[src/include/ubp_pkg.sv]
package ubp_pkg;

	// ----------------------------------------
	// register byte addresses
	// ----------------------------------------
	localparam logic [31:0] ADDR_POWER_CTRL = 32'h5200_0144;
	localparam logic [31:0] ADDR_EP_PEND = 32'h5200_0148;
	localparam logic [31:0] ADDR_BUS_PEND = 32'h5200_0158;
	localparam logic [31:0] ADDR_EP_EN = 32'h5200_015c;
	localparam logic [31:0] ADDR_BUS_EN = 32'h5200_016c;

	// ----------------------------------------
	// field positions
	// ----------------------------------------
	localparam int PC_SUSP_EN = 0;
	localparam int PC_SUSPENDED = 1;
	localparam int PC_WAKE = 2;
	localparam int PC_BUS_RST = 3;
	localparam int BI_SUSPEND = 0;
	localparam int BI_RESUME = 1;
	localparam int BI_RESET = 2;

	// ----------------------------------------
	// reset values
	// ----------------------------------------
	localparam logic [7:0] POWER_RST = 8'h00;
	localparam logic [7:0] EP_PEND_RST = 8'h00;
	localparam logic [7:0] BUS_PEND_RST = 8'h00;
	localparam logic [7:0] EP_EN_RST = 8'h1f;
	localparam logic [7:0] BUS_EN_RST = 8'h04;

	// ----------------------------------------
	// timing
	// ----------------------------------------
	localparam int CLK_MHZ = 200;
	localparam int T_WAKE_MS = 10;
	localparam int T_IDLE_MS = 3;
	localparam int T_RSTDET_NS = 2500;
	localparam int WAKE_CYC = T_WAKE_MS * CLK_MHZ * 1000;
	localparam int IDLE_CYC = T_IDLE_MS * CLK_MHZ * 1000;
	localparam int RSTDET_CYC = (T_RSTDET_NS * CLK_MHZ + 999) / 1000;
	localparam int CNT_W = 22;

	typedef enum logic [3:0] {
		ST_ACTIVE = 4'b0001,
		ST_SUSP = 4'b0010,
		ST_DRIVE = 4'b0100,
		ST_HOLD = 4'b1000
	} ubp_state_t;

endpackage

[src/verilog/ubp_power_irq.sv]
// The APB interface to the registers is this design's own decision.
`timescale 1ns/10ps
`default_nettype none

module ubp_power_irq #(
	parameter int unsigned WAKE_CYCLES = ubp_pkg::WAKE_CYC,
	parameter int unsigned IDLE_CYCLES = ubp_pkg::IDLE_CYC,
	parameter int unsigned RSTDET_CYCLES = ubp_pkg::RSTDET_CYC
) (
	input wire logic pclk,
	input wire logic presetn,
	input wire logic psel,
	input wire logic penable,
	input wire logic pwrite,
	input wire logic [31:0] paddr,
	input wire logic [31:0] pwdata,
	output logic [31:0] prdata,
	output logic pready,
	output logic pslverr,
	input wire logic bus_se0,
	input wire logic bus_k,
	input wire logic bus_idle,
	input wire logic [4:1] ep_dir_in,
	input wire logic [4:0] ep_in_rdy_clr,
	input wire logic [4:0] ep_out_rdy_set,
	input wire logic [4:0] ep_stall_set,
	input wire logic [4:1] ep_flush,
	input wire logic ep0_setup_end_set,
	input wire logic ep0_data_end_clr,
	output logic resume_drive,
	output logic irq
);
	import ubp_pkg::*;

	localparam logic [CNT_W-1:0] WAKE_LAST = CNT_W'(WAKE_CYCLES - 1);
	localparam logic [CNT_W-1:0] IDLE_LAST = CNT_W'(IDLE_CYCLES - 1);
	localparam logic [CNT_W-1:0] IDLE_N = CNT_W'(IDLE_CYCLES);
	localparam logic [CNT_W-1:0] RSTDET_N = CNT_W'(RSTDET_CYCLES);

	// ----------------------------------------
	// apb decode
	// ----------------------------------------
	wire setup = psel && !penable;
	wire wr = psel && penable && pwrite;
	wire hit_pc = paddr == ADDR_POWER_CTRL;
	wire hit_ep = paddr == ADDR_EP_PEND;
	wire hit_bp = paddr == ADDR_BUS_PEND;
	wire hit_ee = paddr == ADDR_EP_EN;
	wire hit_be = paddr == ADDR_BUS_EN;
	wire mapped = hit_pc | hit_ep | hit_bp | hit_ee | hit_be;

	assign pready = 1'b1;
	assign pslverr = psel && penable && !mapped;

	wire wr_pc = wr && hit_pc;
	wire wr_ep = wr && hit_ep;
	wire wr_bp = wr && hit_bp;

	ubp_state_t state_reg, state_next;
	logic susp_en_reg, wake_reg, rst_lvl_reg, woke_reg;
	logic [4:0] ep_pend_reg, ep_en_reg;
	logic [2:0] bus_pend_reg;
	logic [1:0] bus_en_reg;
	logic [CNT_W-1:0] idle_cnt_reg, wake_cnt_reg, se0_cnt_reg;
	logic [31:0] prdata_reg;

	// ----------------------------------------
	// bus line watchers
	// ----------------------------------------
	wire in_susp = state_reg == ST_SUSP || state_reg == ST_HOLD;
	wire driving = state_reg == ST_DRIVE;
	// own K echoes back while driving, so it is not taken as host resume
	wire host_res = in_susp && (bus_k || bus_se0);
	wire idle_run = bus_idle && !driving;
	wire idle_evt = idle_run && idle_cnt_reg == IDLE_LAST;
	wire wake_done = driving && wake_cnt_reg == WAKE_LAST;
	// after a reset woke us, the full idle interval of SE0 is needed
	wire [CNT_W-1:0] rst_thr = woke_reg ? IDLE_N : RSTDET_N;
	wire rst_lvl_next = bus_se0 && se0_cnt_reg >= rst_thr;
	wire rst_evt = rst_lvl_next && !rst_lvl_reg;
	wire woke_next = bus_se0 && (woke_reg || host_res);
	wire [CNT_W-1:0] se0_cnt_next = !bus_se0 ? '0 :
		(se0_cnt_reg == IDLE_N) ? se0_cnt_reg : se0_cnt_reg + 1'b1;
	wire [CNT_W-1:0] idle_cnt_next = (!idle_run || idle_evt) ? '0 :
		idle_cnt_reg + 1'b1;
	wire [CNT_W-1:0] wake_cnt_next = driving ? wake_cnt_reg + 1'b1 : '0;

	// ----------------------------------------
	// power state
	// ----------------------------------------
	wire sw_wake1 = wr_pc && pwdata[PC_WAKE];
	wire sw_wake0 = wr_pc && !pwdata[PC_WAKE] && wake_reg;

	always_comb begin
		state_next = state_reg;
		case (state_reg)
			ST_ACTIVE: begin
				if (idle_evt && susp_en_reg)
					state_next = ST_SUSP;
			end
			ST_SUSP: begin
				if (host_res)
					state_next = ST_ACTIVE;
				else if (sw_wake1)
					state_next = ST_DRIVE;
			end
			ST_DRIVE: begin
				if (sw_wake0)
					state_next = ST_ACTIVE;
				else if (wake_done)
					state_next = ST_HOLD;
			end
			ST_HOLD: begin
				if (host_res || sw_wake0)
					state_next = ST_ACTIVE;
			end
			default: state_next = ST_ACTIVE;
		endcase
	end

	// set by software, cleared by software or at end of signaling
	wire wake_next = wake_done ? 1'b0 :
		wr_pc ? pwdata[PC_WAKE] : wake_reg;

	assign resume_drive = driving;

	// ----------------------------------------
	// pending and enable registers
	// ----------------------------------------
	logic [4:0] ep_set;
	assign ep_set[0] = ep_out_rdy_set[0] | ep_in_rdy_clr[0] | ep_stall_set[0] |
		ep0_setup_end_set | ep0_data_end_clr;
	genvar gi;
	generate
		for (gi = 1; gi < 5; gi++) begin : g_ep
			assign ep_set[gi] = ep_dir_in[gi] ?
				(ep_in_rdy_clr[gi] | ep_flush[gi] | ep_stall_set[gi]) :
				(ep_out_rdy_set[gi] | ep_stall_set[gi]);
		end
	endgenerate

	wire [2:0] bus_set = {rst_evt, host_res, idle_evt};
	// a set in the same cycle as a clear wins
	wire [4:0] ep_clr = wr_ep ? pwdata[4:0] : 5'h00;
	wire [2:0] bus_clr = wr_bp ? pwdata[2:0] : 3'h0;
	wire [4:0] ep_pend_next = (ep_pend_reg & ~ep_clr) | ep_set;
	wire [2:0] bus_pend_next = (bus_pend_reg & ~bus_clr) | bus_set;

	// resume has no enable of its own and always reaches the interrupt
	wire [2:0] bus_en_eff = {bus_en_reg[1], 1'b1, bus_en_reg[0]};
	assign irq = |(ep_pend_reg & ep_en_reg) |
		|(bus_pend_reg & bus_en_eff);

	// ----------------------------------------
	// read data
	// ----------------------------------------
	wire [7:0] pc_view = {4'h0, rst_lvl_reg, wake_reg, in_susp | driving,
		susp_en_reg};
	wire [7:0] rd_byte = hit_pc ? pc_view :
		hit_ep ? {3'h0, ep_pend_reg} :
		hit_bp ? {5'h00, bus_pend_reg} :
		hit_ee ? {3'h0, ep_en_reg} :
		hit_be ? {5'h00, bus_en_reg[1], 1'b0, bus_en_reg[0]} : 8'h00;
	assign prdata = prdata_reg;

	// ----------------------------------------
	// flip-flops
	// ----------------------------------------
	always_ff @(posedge pclk or negedge presetn) begin
		if (!presetn) begin
			state_reg <= ST_ACTIVE;
			susp_en_reg <= POWER_RST[PC_SUSP_EN];
			wake_reg <= POWER_RST[PC_WAKE];
			rst_lvl_reg <= POWER_RST[PC_BUS_RST];
			woke_reg <= 1'b0;
			idle_cnt_reg <= '0;
			wake_cnt_reg <= '0;
			se0_cnt_reg <= '0;
		end else begin
			state_reg <= state_next;
			if (wr_pc)
				susp_en_reg <= pwdata[PC_SUSP_EN];
			wake_reg <= wake_next;
			rst_lvl_reg <= rst_lvl_next;
			woke_reg <= woke_next;
			idle_cnt_reg <= idle_cnt_next;
			wake_cnt_reg <= wake_cnt_next;
			se0_cnt_reg <= se0_cnt_next;
		end
	end

	always_ff @(posedge pclk or negedge presetn) begin
		if (!presetn) begin
			ep_pend_reg <= EP_PEND_RST[4:0];
			bus_pend_reg <= BUS_PEND_RST[2:0];
			ep_en_reg <= EP_EN_RST[4:0];
			bus_en_reg <= {BUS_EN_RST[BI_RESET], BUS_EN_RST[BI_SUSPEND]};
			prdata_reg <= 32'h0000_0000;
		end else begin
			ep_pend_reg <= ep_pend_next;
			bus_pend_reg <= bus_pend_next;
			if (wr && hit_ee)
				ep_en_reg <= pwdata[4:0];
			if (wr && hit_be)
				bus_en_reg <= {pwdata[BI_RESET], pwdata[BI_SUSPEND]};
			if (setup)
				prdata_reg <= {24'h00_0000, rd_byte};
		end
	end
endmodule

`default_nettype wire

[config.mk]
export PLATFORM = sky130hd
export DESIGN_NAME = ubp_power_irq
export DESIGN_NICKNAME = d
export VERILOG_FILES = /design/src/include/ubp_pkg.sv /design/src/verilog/ubp_power_irq.sv
export SDC_FILE = /design/constraint.sdc
export NUM_CORES = 1
export LEC_CHECK = 0
export ABC_AREA = 1
export BUFFER_PORTS_ARGS = -buffer_cell sky130_fd_sc_hd__buf_2
export CORE_MARGIN = 4
export CORE_UTILIZATION = 50
export DETAILED_ROUTE_END_ITERATION = 7
export PLACE_DENSITY = 0.75
export SETUP_SLACK_MARGIN = 0.3
export SLEW_MARGIN = 20
export SYNTH_ARGS = -nofsm -noshare
export SYNTH_HDL_FRONTEND = slang
export SYNTH_SLANG_ARGS = --single-unit
[constraint.sdc]
create_clock -name pclk -period 2.4 [get_ports pclk]
set_input_delay 0.48 -clock pclk [delete_from_list [all_inputs] [get_ports pclk]]
set_output_delay 0.48 -clock pclk [all_outputs]
set_load 0.05 [all_outputs]
==> results.ini <==
[status]
status = complete, no violations

[pwr]
power.density_mw_per_mm2 = 562
p_leak_nw = 3.30
report.power.total_w = 0.00398
pwr-share-seq_pct = 41.7
swShare_pct = 26.1
pwr-share-clk_pct = 43.7
ir_worst_vdd_uv = 364
p_int_w = 0.00294
comb_power_share_pct = 14.6
power.switching_w = 0.00104

[grt]
grt_use_total_pct = 20.8
antenna_found_initial = 0
grt_pass1_vias = 5131
grt_pass1_wl_mm = 22.9
overflow = 0
grt_max_degree = 40

[floorplanning]
rows = 39
fp.coreArea_mm2 = 0.0115
die_w_um = 117
start_util_pct = 51.4
ioPinCount = 133
die_height_um = 117
dieArea_mm2 = 0.0136

[synth]
synth_top_family_by_area = simple AND/OR/NAND/NOR gates
yosysWarnings = 0
ys_ff_latch = 94
async_reset_ff_share_pct = 100
synth-simple-area-share_pct = 33.6
ys_seq_area_share_pct = 39.9
netlist_instances = 804
synthXorXnorAreaFrac_pct = 1.48
synth.avg_cell_area_um2 = 7.37
synth_edf_count = 0
synth-compound-area-share_pct = 10.3
synth_adder_area_share_pct = 2.54
muxShareOfSynthArea_pct = 0.380
synthesis.area_mm2 = 0.00592
synth_cell_type_count = 49
synth_ff_type = dfrtp_1

[sta]
finalSetupViolCount = 0
fmax_mhz = 465
slew_headroom_pct = 62.0
rsz0062_at_grt = yes
fin_crit_ns = 2.15
worst_pin_slew_ns = 0.564
final.period_utilization_pct = 89.5
final.setup.tns_ns = 0
timing_hold_violations_final = 0
worst_hold_slack_ns = 0.0939
finalClockSkew_ns = 0.00409
finalMaxSlewViolations = 0

[clocking]
cts_buffers = 9
clkTransAtPathRegs_ns = 0.06
cts_buffer_depth = 2
root_buffer = clkbuf_16
ctsHoldBuffers = 0
clk_latency_ns = 0.35
clkSinkCount = 94
cts_tree = yes
h-tree-depth = 3

[worst_setup_path]
slowest_delay_ns = 0.32
crit_chain = buf_6, inv_2, nor2_4, nand4_1, nor3_2, nand2_4, nand4_1, nor3_4, buf_6
worstPathArrival_ns = 1.67
worst_setup_path_start_kind = primary input
path_class = primary input to primary output
crit_path_end_kind = primary output
crit_buf_inv = 3
cp_top_family = simple AND/OR/NAND/NOR gates
required_ns = 1.92
cp_max_fo = 4
cp_slowest_cell = nor3_2

[placement]
dp_hpwl_mm = 9.92
place_congestion = 0.866
place.port_buffers = 77

[layout]
area.growth.synth_to_final_pct = 19.5
antenna_cells = 0
final_layout_size_suffix_gt1_share_pct = 21.5
nNetsFinal = 1015
mostFrequentLayoutCell = nand2_1
postLayoutCoreUtil_pct = 61.4
n_fill_cell = 1007
layout_common_cells = 157 x nand2_1, 98 x inv_1, 95 x nor2_1

[detailed_routing]
dr.pass1.iters = 5
vias = 5388
wl_per_cell_um = 12.9
antenna_left = 0
drc = 0
drtIter0Drc = 320
drt_wl_total_mm = 13.6
via_per_inst = 5.11

[run]
max_cap_viol_count = 0

[min_path]
min_path_type = primary input to asynchronous set/reset pin

synth_stat cells, drive strengths merged (4+ instances only):
library cell    n  area share [%]
a21oi          49             4.2
buf            34             4.2
dfrtp          87              37
dfstp           7             3.1
ha             12             2.5
inv           111             7.0
nand2         162              10
nand3          43             3.9
nand3b          6            0.76
nand4          30             3.4
nor2          120             8.8
nor3           36             3.8
nor3b           4            0.51
nor4           11             1.3
o21ai          54             4.6
or2             4            0.42
xor2           10             1.5
cell type report:
class                           instances  area [um2]  area share, %
Multi-Input combinational cell        585        3100           43.8
Clock buffer                            9         225           3.18
Inverter                              114         434           6.14
Tap cell                              143         179           2.53
Sequential cell                        94        2360           33.4
Timing Repair Buffer                  102         634           8.97
Clock inverter                          7         145           2.05
stage by stage:
step / instances / setup WS [ns] / area [um2]
2_1_floorplan: 830 / 0.350 / 6030
3_3_place_gp: 1022 / 0.144 / 6420
3_5_place_dp: 1022 / 0.152 / 6420
4_1_cts: 1052 / 0.301 / 6960
5_1_grt: 1054 / 0.179 / 7080
6_report: 1054 / 0.252 / 7080
per-layer routing:
| metal | track usage, % | routed length [um] | vias up |
|---|---|---|---|
| li1 | - | - | 2790 |
| met1 | 26.9 | 6070 | 2445 |
| met2 | 34.6 | 6510 | 133 |
| met3 | 4.99 | 756 | 20 |
| met4 | 6.80 | 244 | 0 |
| met5 | 0 | 0 | - |
cells by family after synthesis:
logic type / after synthesis
AOI/OAI and AO/OA: 115
xor gates and xnor gates: 10
adders and majority gates: 12
buffers and inverters: 151
DFF: 94
muxes: 2
other: 2
and+or+nand+nor: 418
power by group through the flow:
stage / Clock, W / Combinational [W] / Sequential, W
final: 0.00174 / 0.000582 / 0.00166
after global routing: 0.00186 / 0.000661 / 0.00166
after CTS: 0.00179 / 0.000560 / 0.00166
after detailed placement: 0 / 0.000548 / 0.00169
after global placement: 0 / 0.000538 / 0.00169
after floorplan: 0 / 0.000417 / 0.00168
timing repair:
action / 4_1_cts / 5_1_grt
endpoints found under the setup margin: 2 / 5
resized for setup: 18 / 23
buffers inserted: 14 / 2
pin swaps: 9 / 11
path summary, 6_finish.rpt:
check | from | to | slack [ns] | cells after the start
max in group asynchronous | presetn | wake_cnt_reg[9]$_DFF_PN0_ | 1.68 | 2
min in group pclk | ep_stall_set[1] | ep_pend_reg[1]$_DFF_PN0_ | 0.32 | 3
setup reg to reg | woke_reg$_DFF_PN0_ | bus_pend_reg[2]$_DFF_PN0_ | 0.54 | 10
setup / recovery | paddr[8] | pslverr | 0.25 | 9
hold / removal | presetn | idle_cnt_reg[20]$_DFF_PN0_ | 0.09 | 1
hold reg to reg | wake_cnt_reg[0]$_DFF_PN0_ | wake_cnt_reg[0]$_DFF_PN0_ | 0.46 | 1
No activity file was read; power rests on OpenSTA's default activity.
